`config.mk`:
```
export PLATFORM = sky130hd
export DESIGN_NAME = adc_dual_unit_trigger
export DESIGN_NICKNAME = d
export VERILOG_FILES = /design/src/adc_dual_pkg.sv /design/src/adc_dual_unit_trigger.sv
export SDC_FILE = /design/constraint.sdc
export NUM_CORES = 1
export LEC_CHECK = 0
export ABC_CLOCK_PERIOD_IN_PS = 2500
export BUFFER_PORTS_ARGS = -buffer_cell sky130_fd_sc_hd__buf_2
export CORE_UTILIZATION = 50
export DETAILED_ROUTE_END_ITERATION = 8
export PLACE_DENSITY = 0.88
export SYNTH_ARGS = -nofsm -noshare
export SYNTH_HDL_FRONTEND = slang
export SYNTH_SLANG_ARGS = --single-unit
```
`constraint.sdc`:
```
create_clock -name i_core_clk -period 2.5 [get_ports i_core_clk]
set_input_delay 0.125 -clock i_core_clk [delete_from_list [all_inputs] [get_ports i_core_clk]]
set_output_delay 0.125 -clock i_core_clk [all_outputs]
set_load 0.02 [all_outputs]
```
`src/adc_dual_pkg.sv`:
```
package adc_dual_pkg;

    // ==========================================================
    // Register map (byte addresses)
    localparam logic [7:0] CTRL_ONE_ADDR = 8'h00;
    localparam logic [7:0] CTRL_TWO_ADDR = 8'h04;
    localparam logic [7:0] CTRL_THREE_ADDR = 8'h08;
    localparam logic [7:0] UNIT_A_MODE_ADDR = 8'h0C;
    localparam logic [7:0] UNIT_B_MODE_ADDR = 8'h10;
    localparam logic [7:0] STATUS_ADDR = 8'h14;

    // ==========================================================
    // Field positions
    localparam int SW_TRIG_BIT = 0;
    localparam int ILV_BIT = 0;
    localparam int TEN_BIT = 1;
    localparam int SRC_LSB = 4;
    localparam int ITM_LSB = 0;
    localparam int REPEAT_BIT = 4;
    localparam int SCAN_BIT = 5;
    localparam int SCAN_STA_LSB = 8;
    localparam int SCAN_AREA_LSB = 12;
    localparam int DELAY_W = 8;

    // ==========================================================
    // Reset values
    localparam logic [DELAY_W-1:0] DELAY_RST = 8'h00;
    localparam logic [15:0] MODE_RST = 16'h0000;

    // Trigger source encoding
    typedef enum logic [1:0] {
        SRC_SOFTWARE = 2'b00,
        SRC_TIMER = 2'b01,
        SRC_EXTERNAL = 2'b10
    } trig_src_t;

    // Interleave sequencer states, Gray along idle -> wait -> idle
    typedef enum logic [1:0] {
        ST_IDLE = 2'b00,
        ST_WAIT_B = 2'b01
    } ilv_state_t;

    // Per-unit placement state
    typedef struct packed {
        logic [2:0] slot;
        logic [1:0] chan;
    } place_t;

    // Conversion-done event from a unit
    typedef struct packed {
        logic done;
        logic [15:0] data;
    } conv_t;

endpackage : adc_dual_pkg

```
`src/adc_dual_unit_trigger.sv`:
```
// How it works
// Repeat mode raises completion interrupt every interval-field-plus-one conversions.
// Repeat mode stores results in slots zero to interval, then wraps.
// Scan mode starts at start channel, covers width-field-plus-one channels (up to channel 3), result per channel.
// Controller drives separate unit A and unit B start triggers, two modes.
// Source select picks software pulse, timer or external trigger.
// Interleave forwards trigger to unit A, then unit B after delay.
// Software sets interleave select and trigger enable to run interleave.
// Writing one to software trigger bit makes a single pulse.
// Unit A start launches delay counter; unit B fires at programmed count.
// Disabling after unit B still lets unit B result store, then stops.
// Disabling between unit A and unit B suppresses unit B and stops.
// Resume needs both bits set and an active trigger source.
// Software clears interleave select, sets enable for trigger start mode.
// Trigger start mode alternates triggers A then B, starting with A.
// Timer source triggers on the falling edge of the timer pulse.
// Each external trigger event gives the next alternating unit trigger.
// Software stops by clearing enable, no writes during operation.
// Next trigger must wait until unit B triggered and unit A done; the code waits only for the unit B trigger.
// Delay counter clears and halts after unit B, restarts on unit A.
// Alternation pointer returns to unit A when enable is cleared.
`timescale 1ns/1ns
`default_nettype none
module adc_dual_unit_trigger
    import adc_dual_pkg::*;
#(
    parameter int DELAY_WIDTH = DELAY_W
) (
    input wire logic i_core_clk, // Converter clock, 20 MHz
    input wire logic i_rst_n, // Asynchronous reset
    input wire logic i_hsel, // AHB slave select
    input wire logic [31:0] i_haddr, // AHB address
    input wire logic [1:0] i_htrans, // AHB transfer type
    input wire logic i_hwrite, // AHB write
    input wire logic [2:0] i_hsize, // AHB size
    input wire logic [31:0] i_hwdata, // AHB write data
    input wire logic i_hready, // AHB bus ready
    output logic [31:0] o_hrdata, // AHB read data
    output logic o_hreadyout, // AHB slave ready
    output logic o_hresp, // AHB response
    input wire logic i_timer_trig, // Timer trigger pin
    input wire logic i_ext_trig, // External trigger pin
    input wire conv_t i_conv_a, // Unit A conversion done
    input wire conv_t i_conv_b, // Unit B conversion done
    output logic o_start_a, // Unit A start pulse
    output logic o_start_b, // Unit B start pulse
    output logic o_int_a, // Unit A completion interrupt
    output logic o_int_b, // Unit B completion interrupt
    output logic o_wr_a, // Unit A result write strobe
    output logic [2:0] o_reg_a, // Unit A result register index
    output logic [15:0] o_data_a, // Unit A result data
    output logic o_wr_b, // Unit B result write strobe
    output logic [2:0] o_reg_b, // Unit B result register index
    output logic [15:0] o_data_b // Unit B result data
);

    typedef struct packed {
        logic [2:0] tim_s;
        logic [2:0] ext_s;
        logic ap_valid;
        logic ap_write;
        logic [7:0] ap_addr;
        logic [31:0] rdata;
        logic ilv;
        logic ten;
        trig_src_t src;
        logic [DELAY_WIDTH-1:0] delay;
        logic [15:0] mode_a;
        logic [15:0] mode_b;
        logic sw_pulse;
        ilv_state_t st;
        logic [DELAY_WIDTH-1:0] cnt;
        logic next_b;
        logic start_a;
        logic start_b;
        place_t pa;
        place_t pb;
        logic int_a;
        logic int_b;
        logic wr_a;
        logic wr_b;
        logic [2:0] reg_a;
        logic [2:0] reg_b;
        logic [15:0] data_a;
        logic [15:0] data_b;
    } state_t;

    state_t q, d;
    logic trig;
    logic run;

    // ==========================================================
    // Placement of a finished conversion into a result register
    function automatic place_t next_place(input place_t p, input logic [15:0] m,
                                          output logic [2:0] idx, output logic irq);
        place_t n;
        logic [2:0] itm;
        logic [1:0] sta;
        logic [1:0] last;
        logic [1:0] cur;
        n = p;
        itm = m[ITM_LSB +: 3];
        sta = m[SCAN_STA_LSB +: 2];
        last = 2'(sta + m[SCAN_AREA_LSB +: 2]);
        // A pointer below the start channel (after reset) begins at the start channel
        cur = (p.chan < sta) ? sta : p.chan;
        idx = 3'b000;
        irq = 1'b0;
        if (m[SCAN_BIT]) begin
            idx = {1'b0, cur};
            irq = (cur == last) || (cur == 2'd3);
            n.chan = irq ? sta : 2'(cur + 2'd1);
        end else if (m[REPEAT_BIT]) begin
            idx = p.slot;
            irq = (p.slot >= itm);
            n.slot = irq ? 3'd0 : 3'(p.slot + 3'd1);
        end else begin
            // Single conversion: every result goes to register zero
            irq = 1'b1;
        end
        return n;
    endfunction : next_place

    // ==========================================================
    // Trigger selection
    always_comb begin
        run = q.ten;
        // Pin edges are judged between the second and third stages only
        unique case (q.src)
            SRC_SOFTWARE: trig = q.sw_pulse;
            SRC_TIMER: trig = q.tim_s[2] & ~q.tim_s[1];
            SRC_EXTERNAL: trig = ~q.ext_s[2] & q.ext_s[1];
            default: trig = 1'b0;
        endcase
    end

    // ==========================================================
    // Next state
    always_comb begin
        logic [2:0] ia;
        logic [2:0] ib;
        logic qa;
        logic qb;
        logic wr_ok;
        ia = 3'b000;
        ib = 3'b000;
        qa = 1'b0;
        qb = 1'b0;
        wr_ok = 1'b0;
        d = q;
        d.tim_s = {q.tim_s[1:0], i_timer_trig};
        d.ext_s = {q.ext_s[1:0], i_ext_trig};
        d.sw_pulse = 1'b0;
        d.start_a = 1'b0;
        d.start_b = 1'b0;
        d.int_a = 1'b0;
        d.int_b = 1'b0;
        d.wr_a = 1'b0;
        d.wr_b = 1'b0;

        // ==========================================================
        // AHB-Lite slave: zero wait states, data phase follows address phase
        wr_ok = q.ap_valid && q.ap_write;
        if (wr_ok) begin
            unique case (q.ap_addr)
                CTRL_ONE_ADDR: d.sw_pulse = i_hwdata[SW_TRIG_BIT];
                CTRL_TWO_ADDR: begin
                    d.ilv = i_hwdata[ILV_BIT];
                    d.ten = i_hwdata[TEN_BIT];
                    d.src = trig_src_t'(i_hwdata[SRC_LSB +: 2]);
                end
                CTRL_THREE_ADDR: d.delay = i_hwdata[DELAY_WIDTH-1:0];
                UNIT_A_MODE_ADDR: d.mode_a = i_hwdata[15:0];
                UNIT_B_MODE_ADDR: d.mode_b = i_hwdata[15:0];
                default: d.sw_pulse = 1'b0;
            endcase
        end
        d.ap_valid = i_hsel && i_hready && i_htrans[1];
        d.ap_write = i_hwrite;
        d.ap_addr = i_haddr[7:0];
        // ==========================================================
        // Read data is registered so that it stands through the data phase
        d.rdata = 32'h0000_0000;
        if (i_hsel && i_hready && i_htrans[1] && !i_hwrite) begin
            unique case (i_haddr[7:0])
                CTRL_TWO_ADDR: d.rdata = 32'({q.src, 2'b00, q.ten, q.ilv});
                CTRL_THREE_ADDR: d.rdata = 32'(q.delay);
                UNIT_A_MODE_ADDR: d.rdata = {16'h0000, q.mode_a};
                UNIT_B_MODE_ADDR: d.rdata = {16'h0000, q.mode_b};
                STATUS_ADDR: d.rdata = 32'({q.pb, q.pa, q.next_b, q.st});
                default: d.rdata = 32'h0000_0000;
            endcase
        end

        // ==========================================================
        // Dual-unit sequencing
        // Triggers that arrive while unit B is pending are ignored
        if (!run || !q.ilv) begin
            d.st = ST_IDLE;
            d.cnt = '0;
        end
        if (!run) begin
            d.next_b = 1'b0;
        end
        if (run && q.ilv) begin
            unique case (q.st)
                ST_IDLE: if (trig) begin
                    d.start_a = 1'b1;
                    d.st = ST_WAIT_B;
                    d.cnt = '0;
                end
                ST_WAIT_B: if (q.cnt >= q.delay) begin
                    d.start_b = 1'b1;
                    d.st = ST_IDLE;
                    d.cnt = '0;
                end else begin
                    d.cnt = q.cnt + 1'b1;
                end
            endcase
        end else if (run && trig) begin
            d.start_a = ~q.next_b;
            d.start_b = q.next_b;
            d.next_b = ~q.next_b;
        end

        // ==========================================================
        // Result placement; unit B results always stored
        d.pa = next_place(q.pa, q.mode_a, ia, qa);
        d.pb = next_place(q.pb, q.mode_b, ib, qb);
        if (!i_conv_a.done) begin
            d.pa = q.pa;
        end
        if (!i_conv_b.done) begin
            d.pb = q.pb;
        end
        d.wr_a = i_conv_a.done;
        d.reg_a = ia;
        d.data_a = i_conv_a.data;
        d.int_a = i_conv_a.done & qa;
        d.wr_b = i_conv_b.done;
        d.reg_b = ib;
        d.data_b = i_conv_b.data;
        d.int_b = i_conv_b.done & qb;
    end

    // ==========================================================
    // State register
    always_ff @(posedge i_core_clk or negedge i_rst_n) begin
        if (!i_rst_n) begin
            q <= '{
                tim_s: 3'b000,
                ext_s: 3'b000,
                ap_valid: 1'b0,
                ap_write: 1'b0,
                ap_addr: 8'h00,
                rdata: 32'h0000_0000,
                ilv: 1'b0,
                ten: 1'b0,
                src: SRC_SOFTWARE,
                delay: DELAY_WIDTH'(DELAY_RST),
                mode_a: MODE_RST,
                mode_b: MODE_RST,
                sw_pulse: 1'b0,
                st: ST_IDLE,
                cnt: '0,
                next_b: 1'b0,
                start_a: 1'b0,
                start_b: 1'b0,
                pa: '0,
                pb: '0,
                int_a: 1'b0,
                int_b: 1'b0,
                wr_a: 1'b0,
                wr_b: 1'b0,
                reg_a: 3'b000,
                reg_b: 3'b000,
                data_a: 16'h0000,
                data_b: 16'h0000
            };
        end else begin
            q <= d;
        end
    end

    // ==========================================================
    // Outputs
    assign o_hrdata = q.rdata;
    assign o_hreadyout = 1'b1;
    assign o_hresp = 1'b0;
    assign o_start_a = q.start_a;
    assign o_start_b = q.start_b;
    assign o_int_a = q.int_a;
    assign o_int_b = q.int_b;
    assign o_wr_a = q.wr_a;
    assign o_reg_a = q.reg_a;
    assign o_data_a = q.data_a;
    assign o_wr_b = q.wr_b;
    assign o_reg_b = q.reg_b;
    assign o_data_b = q.data_b;

endmodule : adc_dual_unit_trigger
`default_nettype wire

```
Yosys cells after proc, flatten, opt, wreduce, memory -nomap -nowiden
Index checks and enable logic that the tools add are counted.

word-level totals
  flip-flop bits (word level) = 158
  logic and storage cells = 123
  bits of input ports = 110

operators by class
  equal/unequal tests = 16
  reductions and logical operators = 23
  $add $sub $neg = 7
  magnitude comparators = 5
  multiplexer cells = 33
  bitwise operators = 9

operator list
  cell                                                                   count
  16-bit case mux with 5 select lines                                    1
  8-bit by 4-bit equality test with 1-bit output, second input constant  4
  10-bit 2-to-1 mux                                                      3
  8-bit by 5-bit equality test with 1-bit output, second input constant  3
  3-bit 2-to-1 mux                                                       7
  10-bit case mux with 2 select lines                                    1
  8-bit by 3-bit equality test with 1-bit output, second input constant  2
  16-bit 2-to-1 mux                                                      1
  1-bit 2-to-1 mux                                                       12
  2-bit 2-to-1 mux                                                       6
  2-bit AND reduction                                                    6
  8-bit by 1-bit adder with 8-bit output, second input constant          1
  8-bit >= comparator                                                    1
  8-bit zero test                                                        1
  8-bit 2-to-1 mux                                                       1
  3-bit by 1-bit adder with 3-bit output, second input constant          2
  2-bit equality test, second input constant                             3
  3-bit >= comparator                                                    2
  1-bit logical AND                                                      6
  3-bit AND reduction                                                    2
  1-bit inverter                                                         5
  2-bit by 1-bit adder with 2-bit output, second input constant          2
  2-bit adder                                                            2
  1-bit AND                                                              4
  7 further kinds                                                        15

Logic depth before layout (Yosys ltp)
Gate-level depths: netlist of run 1.

  depth in word-level cells = 6
  depth in mapped cells = 8

Least setup slack after synthesis of run 1
Ideal clock, no wire load.

  path type = register to register
  from = register q[142] (netlist bit)
  to = register q[100] (netlist bit)
  data arrival time = 1.864 ns
  buffers on the path = 0
  library setup time = 0.125 ns
  path slack = 0.511 ns
  data required time = 2.375 ns
  cell stages (with the launch flop) = 6
  cell sequence = dfrtp_1 -> or4_4 -> nor4_4 -> nand2_1 -> nor2_4 -> mux2_2

between the ends
  cells in the longest elaborated chain, start to end = 2

RTL lines
  what                                            RTL line                      RTL
  start, declared                                 adc_dual_unit_trigger.sv:88   state_t q, d;
  start signal, assigned                          adc_dual_unit_trigger.sv:250  q <= '{
  8-bit by 4-bit equality test with 1-bit output  adc_dual_unit_trigger.sv:165  unique case (q.ap_addr)
  2-bit AND reduction (no source line)            -

Every way passes these cells.
A chain may end at the register's enable or synchronous reset.

==> metrics, run 1 <==
status=complete, no violations; via count=about 4700; pin count of the biggest net entering global routing=61; Post-synth top flop=dfrtp_1; Seq/Total Area, Yosys=0.535; post-route cell area=around 8000 µm²; Synth area leaders=dfrtp_1, buf_4, mux2_2; cts repair resizes=0; fin crit share=0.906; I/O pin count=around 190; fillcell total=around 910; Post-route DRC=0; worst slew pin tran=roughly 0.7 ns; Setup TNS=0 ns; RePlAce Congestion=between 0.8 and 0.9; initial antenna violation count=0; Synth async-reset ratio=1.00; Total GRT Usage=0.221; Max-Cap Viols=0; largest area contributor in the netlist=dfrtp_1; 1st-iter DRT viols=roughly 350; Tot Pwr=6.12 mW; most common cell in the netlist=dfrtp_1; Slew Viols, Final=0; GR Overflow Total=0; Critical Path Sink Type=flip-flop; area grow syn2layout=23.4%; Starting Density=0.520; Rel. slew slack=0.529; n_diodes=0; Mapped Area=approximately 6600 µm²; worst hold start=i_hwdata[0]; num rows=between 40 and 50; Root Driver=clkbuf_16; RSZ-0062 raised after global routing=false; crit path max fanout=6; Die ar.=~14000 µm²; Clock Skew=just over 0.009 ns; Die H=about 120 µm; post-synth top area share=0.535; DIE WIDTH=between 100 and 150 µm; number of post-CTS setup repair buffers=0; CTS tree=built; Setup WS pre-CTS=~0.31 ns; Mean Syn Cell Area=approximately 12 µm²; layout cells sized above 1=0.307; PD cells=between 700 and 800 nW/µm²; CP Class=in -> reg; Syn Inst Count=561; # clock sinks=142; final hold viol count=0; clk_lat worst skew=0.42 ns; fmax=between 0.4 and 0.5 GHz; Final min period=around 2.3 ns; core box area=12800 µm²; post-layout net count=between 800 and 900; Hold Buf Count CTS=59; DRT antenna net count=0; Hold WS=between 0.02 and 0.03 ns; Final HPWL DP=roughly 9600 µm; first-pass GRT wire length=22700 µm; Post-synth EDFFs=0; PortBufs=125; Hold Path Class=in -> reg; Seq cells post-synth=between 100 and 150; Yosys cell types=between 50 and 60; Avg WL per Cell=~16 µm; Critical Path AT=2.60 ns; Final setup viols=0; Pleak=3.95 nW; worst flop-to-flop path startpoint=q[142]$_DFF_PN0_; Max clock buf depth=2; crit start category=input port; CTS buffer count=17; Max H-tree Level=4; first drt pass iteration count=5; DP Area=roughly 7000 µm²; Synth top cells by count=dfrtp_1, buf_4, mux2_2; Peak VDD IR=0.438 mV; Req. time, crit path=about 2.8 ns; vias in the first global route=about 4700; Worst Setup SP=i_haddr[5]; Clock transition at path regs=0.06 ns; setup slack after layout=~0.24 ns; Routed WL=between 10000 and 15000 µm; Synth warnings=0; Via-to-Cell Ratio=~5.3
==> worst paths after layout <==
check / to / slack [ns] / depth (start not counted)
setup / recovery: o_hrdata[15]$_DFF_PN0_ / 0.24 / 7
setup reg to reg: q[98]$_DFFE_PN0P_ / 0.31 / 5
hold reg to reg: d[157]$_DFF_PN0_ / 0.36 / 0
hold / removal: q[109]$_DFFE_PN0P_ / 0.03 / 2
max in group asynchronous: q[56]$_DFF_PN0_ / 1.50 / 3
min in group asynchronous: q[93]$_DFFE_PN0P_ / 0.24 / 2
==> cell usage in the layout, fill, tap and decap left out, drive strengths merged, types with 5 or more instances in the layout <==
cell type    synthesis  final
dfrtp              142    142
ha                  25     25
o21ai               18     18
nand2               34     34
nor2b               10     10
mux2i               15     15
nor3                 8      8
clkbuf               3     21
nand3               11     11
clkinv               0      6
a21o                 5      5
dlygate4sd3          0     59
o22a                 7      7
inv                 29     29
a22oi               11     11
nor2                26     26
a22o                 6      6
a21oi               16     16
buf                 79    131
nor3b                5      5
conb                 2     18
mux2                49     49
nand2b               8      8
and2                 6      6
and3                 5      5
==> where the power goes <==
group          internal (mW)  switching [mW]  total [mW]  leakage (nW)
Clock                   1.56           0.918        2.48         0.291
Combinational          0.453           0.561        1.01          1.90
Sequential              2.47           0.154        2.62          1.76
Total                   4.48            1.63        6.12          3.95
==> per-layer routing <==
| layer | track usage | vias up | routed length [µm] | part of all wire |
|---|---|---|---|---|
| met2 | 0.365 | 217 | 6960 | 0.49 |
| met3 | 0.0577 | 38 | 979 | 0.069 |
| met5 | 0 | - | 0 | 0 |
| li1 | - | 2140 | - | - |
| met4 | 0.132 | 0 | 478 | 0.034 |
| met1 | 0.260 | 2307 | 5780 | 0.41 |
==> flip-flops by register name, indices dropped and copies added, names as in the netlist <==
| register | flops |
|---|---|
| q | 77 |
| o_int_a | 1 |
| o_data_a | 16 |
| o_reg_b | 3 |
| o_int_b | 1 |
| o_start_b | 1 |
| run | 1 |
| o_wr_a | 1 |
| o_hrdata | 16 |
| o_reg_a | 3 |
| o_wr_b | 1 |
| o_data_b | 16 |
| o_start_a | 1 |
| d | 4 |
==> cell families (layout without fill, tap and decap cells) <==
family                   count (synthesis)  after routing  synth area share
AND/OR/NAND/NOR                        127            127             0.104
flip-flops                             142            142             0.535
XOR/XNOR                                 6              6           0.00792
buffers and inverters                  111            250             0.106
AO/OA/AOI/OAI                           84             84            0.0871
adder cells (fa/ha/maj)                 25             25            0.0471
multiplexers                            64             64             0.111
other                                    2             18           0.00113
==> critical path, cell delays in order <==
cell and delay [ns]:
dlygate4sd3_1 0.54, buf_2 0.14, nor3_1 0.49, nand3_1 0.35, nor4_1 0.62, a22oi_1 0.16
nor2_1 0.18
==> through the flow <==
stage | util | instances
2_1_floorplan | - | 577
3_3_place_gp | 0.548 | 798
3_5_place_dp | 0.548 | 798
4_1_cts | 0.641 | 888
5_1_grt | 0.641 | 888
6_report | 0.641 | 888
==> layout make-up <==
cell class / instances / area (µm²) / share of cell area
tap: 172 / 215 / 0.0263
sequential: 142 / 3550 / 0.434
multi-input combinational: 324 / 2440 / 0.298
inverter: 29 / 109 / 0.0133
timing repair buffer: 190 / 1280 / 0.156
clock inverter: 10 / 113 / 0.0138
clock buffer: 21 / 480 / 0.0587
No activity file was read; power rests on OpenSTA's default activity.
==> run 2, diff against run 1 <==
- CORE_UTILIZATION: 50 -> 30
- GPL_ROUTABILITY_DRIVEN: unset -> 1
- GPL_TIMING_DRIVEN: unset -> 0
- PLACE_DENSITY: 0.88 -> 0.62
==> run 2 against run 1 <==
  * Clock skew is 0.0014 ns lower
  * Power rose by 3.7%
  * Cell count increased by 21%
  * Register-to-register slack worse by 0.03 ns
  * Non-clock buffer count is 77 higher
  * Cell area rose by 9.2%
  * Sequential power about the same
  * Via count is 0.83% lower
  * Count of clock-buffer cells in the layout fell by 2
  * Wire length is 2.8% higher
  * Critical path type unchanged
  * Global-route usage is 8.2 points lower
  * Maximum frequency decreased by 2.7%
==> metrics, run 2 (synthesis gave the netlist of run 1 again) <==
Slew Viols, Final=0 (unchanged); Peak VDD IR=0.310 mV (was 0.438 mV); fmax=0.430 GHz (was 0.442 GHz); crit-path cells=dlygate4sd3_1 > buf_2 > nor3_1 > nand3_1 > nor4_1 > a22oi_1 > nor2_1 (unchanged); Rel. slew slack=0.511 (was 0.529); crit start category=input port (unchanged); area taken by multi-input logic gates=2460 µm² (was 2440 µm²); GR Overflow Total=0 (unchanged); CTS buffer count=17 (unchanged); Final setup viols=0 (unchanged); Final min period=2.33 ns (was 2.26 ns); Max-Cap Viols=0 (unchanged); Starting Density=0.305 (was 0.520); PortBufs=125 (unchanged); number of post-CTS setup repair buffers=0 (unchanged); Critical Path Max Stage Delay=0.64 ns (was 0.62 ns); final hold viol count=0 (unchanged); Die ar.=22700 µm² (was 13700 µm²); fillcell total=2095 (was 908); Hold Path Class=in -> reg (unchanged); first drt pass iteration count=6 (was 5); vias in the first global route=4583 (was 4745); PD cells=709 nW/µm² (was 747 nW/µm²); 1st-iter DRT viols=185 (was 346); Via-to-Cell Ratio=4.34 (was 5.30); first-pass GRT wire length=23500 µm (was 22700 µm); Critical Path AT=2.66 ns (was 2.60 ns); Clock Skew=0.00787 ns (was 0.00930 ns); num rows=54 (was 41); fin crit share=0.931 (was 0.906); Crit-path slowest cell=nor4_1 (unchanged); layout cells sized above 1=0.369 (was 0.307); placed insts=983 (was 798); crit path max fanout=6 (unchanged); Reg power frac=0.413 (was 0.429); Die H=151 µm (was 117 µm); WP buf/inv=2 (unchanged); I/O pin count=188 (unchanged); DIE WIDTH=151 µm (was 117 µm); commonest non-fill, non-tap cell in the layout=dfrtp_1 (unchanged); core box area=21800 µm² (was 12800 µm²); Final HPWL DP=10400 µm (was 9640 µm); clock share of power=0.421 (was 0.405); pin count of the biggest net entering global routing=85 (was 61); Register-to-Register Setup Slack=0.28 ns (was 0.31 ns); CTS tree=built (unchanged); # clock sinks=142 (unchanged); Avg WL per Cell=13.6 µm (was 16.0 µm); Max clock buf depth=2 (unchanged); most frequent cells in the layout=dfrtp_1, buf_2, buf_4 (was dfrtp_1, buf_2, dlygate4sd3_1); Clock transition at path regs=0.06 ns (about the same); max reg flops=77 (unchanged); DRT antenna net count=0 (unchanged); Final Instance Count excl. Fillers=1074 (was 888); post-layout net count=916 (was 839); cell family with most CP delay=simple AND/OR/NAND/NOR gates (unchanged); Req. time, crit path=2.83 ns (about the same); share of power burned in combinational logic=0.166 (about the same); setup slack after layout=0.173 ns (was 0.236 ns); worst slew pin tran=0.733 ns (was 0.700 ns); Top reg by flops=q (unchanged); Tot Pwr=6.34 mW (was 6.12 mW); status=complete, no violations (unchanged); RSZ-0062 raised after global routing=false (unchanged); clk_lat worst skew=0.43 ns (was 0.42 ns); initial antenna violation count=0 (unchanged); RePlAce Congestion=0.784 (was 0.841); area grow syn2layout=34.7% (was 23.4%); Setup TNS=0 ns (unchanged); Routed WL=14600 µm (was 14200 µm); Critical Path Sink Type=flip-flop (unchanged); Pleak=4.33 nW (was 3.95 nW); CP Class=in -> reg (unchanged); sw power=1.68 mW (was 1.63 mW); Post-route DRC=0 (unchanged); via count=4663 (was 4702); Total GRT Usage=0.139 (was 0.221); Setup WS pre-CTS=0.0921 ns (was 0.311 ns); Root Driver=clkbuf_16 (unchanged); Max H-tree Level=4 (unchanged); n_diodes=0 (unchanged); Reg area=3550 µm² (unchanged); fraction of power spent switching nets=0.265 (was 0.267); Power Internal=4.66 mW (was 4.48 mW)
==> run 2: timing repair <==
item,CTS,global route
resized for setup,0,3
hold endpoints to repair,134,0
endpoints found under the setup margin,0,10
hold buffers,59,0
==> run 2: worst reg2reg max path, delay by kind of cell (launching register included) <==
family	cells	cell delay [ns]
flip-flops	1	0.36
multiplexers	1	0.37
AND/OR/NAND/NOR	4	1.37
==> run 2: metal layers <==
layer | track usage | vias up | wire length [µm]
met1 | 0.180 | 2228 | 6730
met2 | 0.221 | 115 | 6930
met3 | 0.0385 | 19 | 713
met4 | 0.0515 | 0 | 224
li1 | - | 2301 | -
met5 | 0 | - | 0
==> run 2: layout make-up <==
cell class | instances | area share
repair buffers | 185 | 0.140
inverters | 29 | 0.0122
flip-flops and latches | 142 | 0.398
multi-input cells | 324 | 0.275
clock inverters | 13 | 0.0211
well taps | 280 | 0.0392
plain buffers | 82 | 0.0668
clock buffers | 19 | 0.0484
==> run 2: through the flow <==
stage,hold slack [ns],utilization,instance area (µm²)
6_report,0.0327,0.411,8940
5_1_grt,0.0190,0.411,8940
4_1_cts,0.00527,0.410,8920
3_5_place_dp,0.140,0.354,7710
3_3_place_gp,0.234,0.353,7670
2_1_floorplan,-0.171,-,6700
==> run 2: power by group through the flow <==
stage	Combinational (mW)	Clock [mW]	Sequential [mW]
floorplan	0.690	0	2.62
global placement	0.956	0	2.66
detailed placement	0.979	0	2.66
CTS	1.06	2.75	2.62
global route	1.20	2.87	2.64
finish	1.05	2.67	2.62
==> run 2: path summary, 6_finish.rpt <==
path / to / cells past startpoint / startpoint
max: o_hrdata[15]$_DFF_PN0_ / 7 / i_haddr[6]
min: q[151]$_DFF_PN0_ / 2 / i_hready
max reg2reg: q[101]$_DFFE_PN0P_ / 5 / q[142]$_DFF_PN0_
min reg2reg: d[157]$_DFF_PN0_ / 0 / d[156]$_DFF_PN0_
max in group asynchronous: q[50]$_DFFE_PN0P_ / 3 / i_rst_n
min in group asynchronous: o_wr_b$_DFF_PN0_ / 2 / i_rst_n
==> run 3, diff against run 2 <==
- CTS_BUF_LIST: unset -> sky130_fd_sc_hd__clkbuf_2
- RECOVER_POWER: unset -> 50
==> run 3 against run 2 <==
  * Clock skew up 0.029 ns
  * Highest routed layer unchanged
  * Largest cell class unchanged
  * Setup slack better by 0.12 ns
  * Count of clock-buffer cells in the layout unchanged
  * Combinational power up 4%
  * Global-route usage up 0.17 points
  * Sequential power about the same
  * Critical endpoint is now q[101]$_DFFE_PN0P_
  * Wire length up 3.4%
  * Power down 17%
  * Worst hold slack better by 0.069 ns
==> metrics, run 3 (synthesis gave the netlist of run 1 again) <==
Pleak=4.32 nW (was 4.33 nW); fin crit share=0.882 (was 0.931); vias in the first global route=4737 (was 4583); Root Driver=clkbuf_2 (was clkbuf_16); CTS buffer count=17 (unchanged); final hold viol count=0 (unchanged); Die ar.=22700 µm² (unchanged); crit start category=flip-flop (was input port); 1st-iter DRT viols=191 (was 185); core box area=21800 µm² (unchanged); Tot Pwr=5.25 mW (was 6.34 mW); layout cells sized above 1=0.339 (was 0.369); fillcell total=2134 (was 2095); Routed WL=15100 µm (was 14600 µm); number of post-CTS setup repair buffers=0 (unchanged); post-layout net count=958 (was 916); pin count of the biggest net entering global routing=85 (unchanged); Clock Skew=0.0372 ns (was 0.00787 ns); commonest non-fill, non-tap cell in the layout=dfrtp_1 (unchanged); max reg flops=77 (unchanged); first-pass GRT wire length=24000 µm (was 23500 µm); Post-route DRC=0 (unchanged); initial antenna violation count=1 (was 0); CP Class=reg -> reg (was in -> reg); Rel. slew slack=0.0396 (was 0.511); # clock sinks=142 (unchanged); DP Area=7710 µm² (unchanged); Total GRT Usage=0.141 (was 0.139); PD cells=586 nW/µm² (was 709 nW/µm²); Peak VDD IR=0.237 mV (was 0.310 mV); Final Util=0.412 (was 0.411); Max H-tree Level=4 (unchanged); most frequent cells in the layout=dfrtp_1, buf_2, dlygate4sd3_1 (was dfrtp_1, buf_2, buf_4); Final setup viols=0 (unchanged); Via-to-Cell Ratio=4.32 (was 4.34); Final min period=2.21 ns (was 2.33 ns); DRT antenna net count=0 (unchanged); Top reg by flops=q (unchanged); DIE WIDTH=151 µm (unchanged); GR Overflow Total=0 (unchanged); crit path max fanout=8 (was 6); RSZ-0062 raised after global routing=false (unchanged); post-route cell area=8960 µm² (was 8940 µm²); num rows=54 (unchanged); clk_lat worst skew=0.73 ns (was 0.43 ns); CTS tree=built (unchanged); Final HPWL DP=10400 µm (unchanged); status=complete, no violations (unchanged); Max-Cap Viols=0 (unchanged); WP buf/inv=0 (was 2); cell family with most CP delay=simple AND/OR/NAND/NOR gates (unchanged); Max clock buf depth=2 (unchanged); Hold Path Class=in -> reg (unchanged); worst slew pin tran=1.44 ns (was 0.733 ns); Die H=151 µm (unchanged); Critical Path Max Stage Delay=0.56 ns (was 0.64 ns); I/O pin count=188 (unchanged); Req. time, crit path=3.12 ns (was 2.83 ns); Critical Path AT=2.82 ns (was 2.66 ns); Starting Density=0.305 (unchanged); PortBufs=125 (unchanged); crit-path cells=or4_4 > nor4_4 > nand2_1 > nor2_4 > mux2_2 (was dlygate4sd3_1 > buf_2 > nor3_1 > nand3_1 > nor4_1 > a22oi_1 > nor2_1); Avg WL per Cell=13.5 µm (was 13.6 µm); first drt pass iteration count=7 (was 6); Slew Viols, Final=0 (unchanged); Crit-path slowest cell=or4_4 (was nor4_1); fmax=0.453 GHz (was 0.430 GHz); RePlAce Congestion=0.784 (unchanged); area grow syn2layout=35.0% (was 34.7%); Clock transition at path regs=0.19 ns (was 0.06 ns); via count=4831 (was 4663); Critical Path Sink Type=flip-flop (unchanged)
[run 3: path summary, 6_finish.rpt]
path / from / to / slack [ns] / depth (start not counted)
min: i_haddr[6] / q[148]$_DFF_PN0_ / 0.10 / 2
max reg2reg: q[142]$_DFF_PN0_ / q[101]$_DFFE_PN0P_ / 0.29 / 5
max: q[142]$_DFF_PN0_ / q[101]$_DFFE_PN0P_ / 0.29 / 5
max in group asynchronous: i_rst_n / o_data_a[2]$_DFF_PN0_ / 0.65 / 4
min in group asynchronous: i_rst_n / q[76]$_DFFE_PN0P_ / 0.88 / 4
min reg2reg: d[156]$_DFF_PN0_ / d[157]$_DFF_PN0_ / 0.36 / 0
[run 3: where the power goes]
group	internal [mW]	switching, mW
registers	2.46	0.152
clock network	0.669	0.877
logic	0.554	0.537
total	3.69	1.57
[run 3: final cells by class]
class / count / area [µm²] / area share
multi-input combinational: 324 / 2440 / 0.273
sequential: 142 / 3550 / 0.396
tap: 280 / 350 / 0.0391
timing repair buffer: 227 / 1620 / 0.181
inverter: 29 / 109 / 0.0121
clock buffer: 19 / 95.1 / 0.0106
clock inverter: 13 / 189 / 0.0211
antenna: 1 / 2.50 / 0.000279
buffer: 82 / 597 / 0.0666
[run 3: metrics by stage]
stage	hold slack [ns]	setup WS, ns	setup TNS, ns	std cells
final	0.102	0.295	0	1117
after global routing	0.00484	0.128	0	1117
after CTS	0.00582	0.112	0	1116
after detailed placement	0.140	0.0921	0	983
after global placement	0.234	-0.816	-114.31	982
after floorplan	-0.171	0.511	0	577
[run 3: per-layer routing]
metal	global-route usage	vias up	share of wire
met5	0	-	0
met4	0.0525	0	0.014
met3	0.0303	13	0.047
met2	0.232	120	0.48
met1	0.180	2313	0.45
li1	-	2385	-
[run 3: what timing repair did]
action	4_1_cts	5_1_grt
endpoints found under the setup margin	0	2
endpoints found under the hold margin	261	0
hold buffers	101	0
resized for setup	0	1
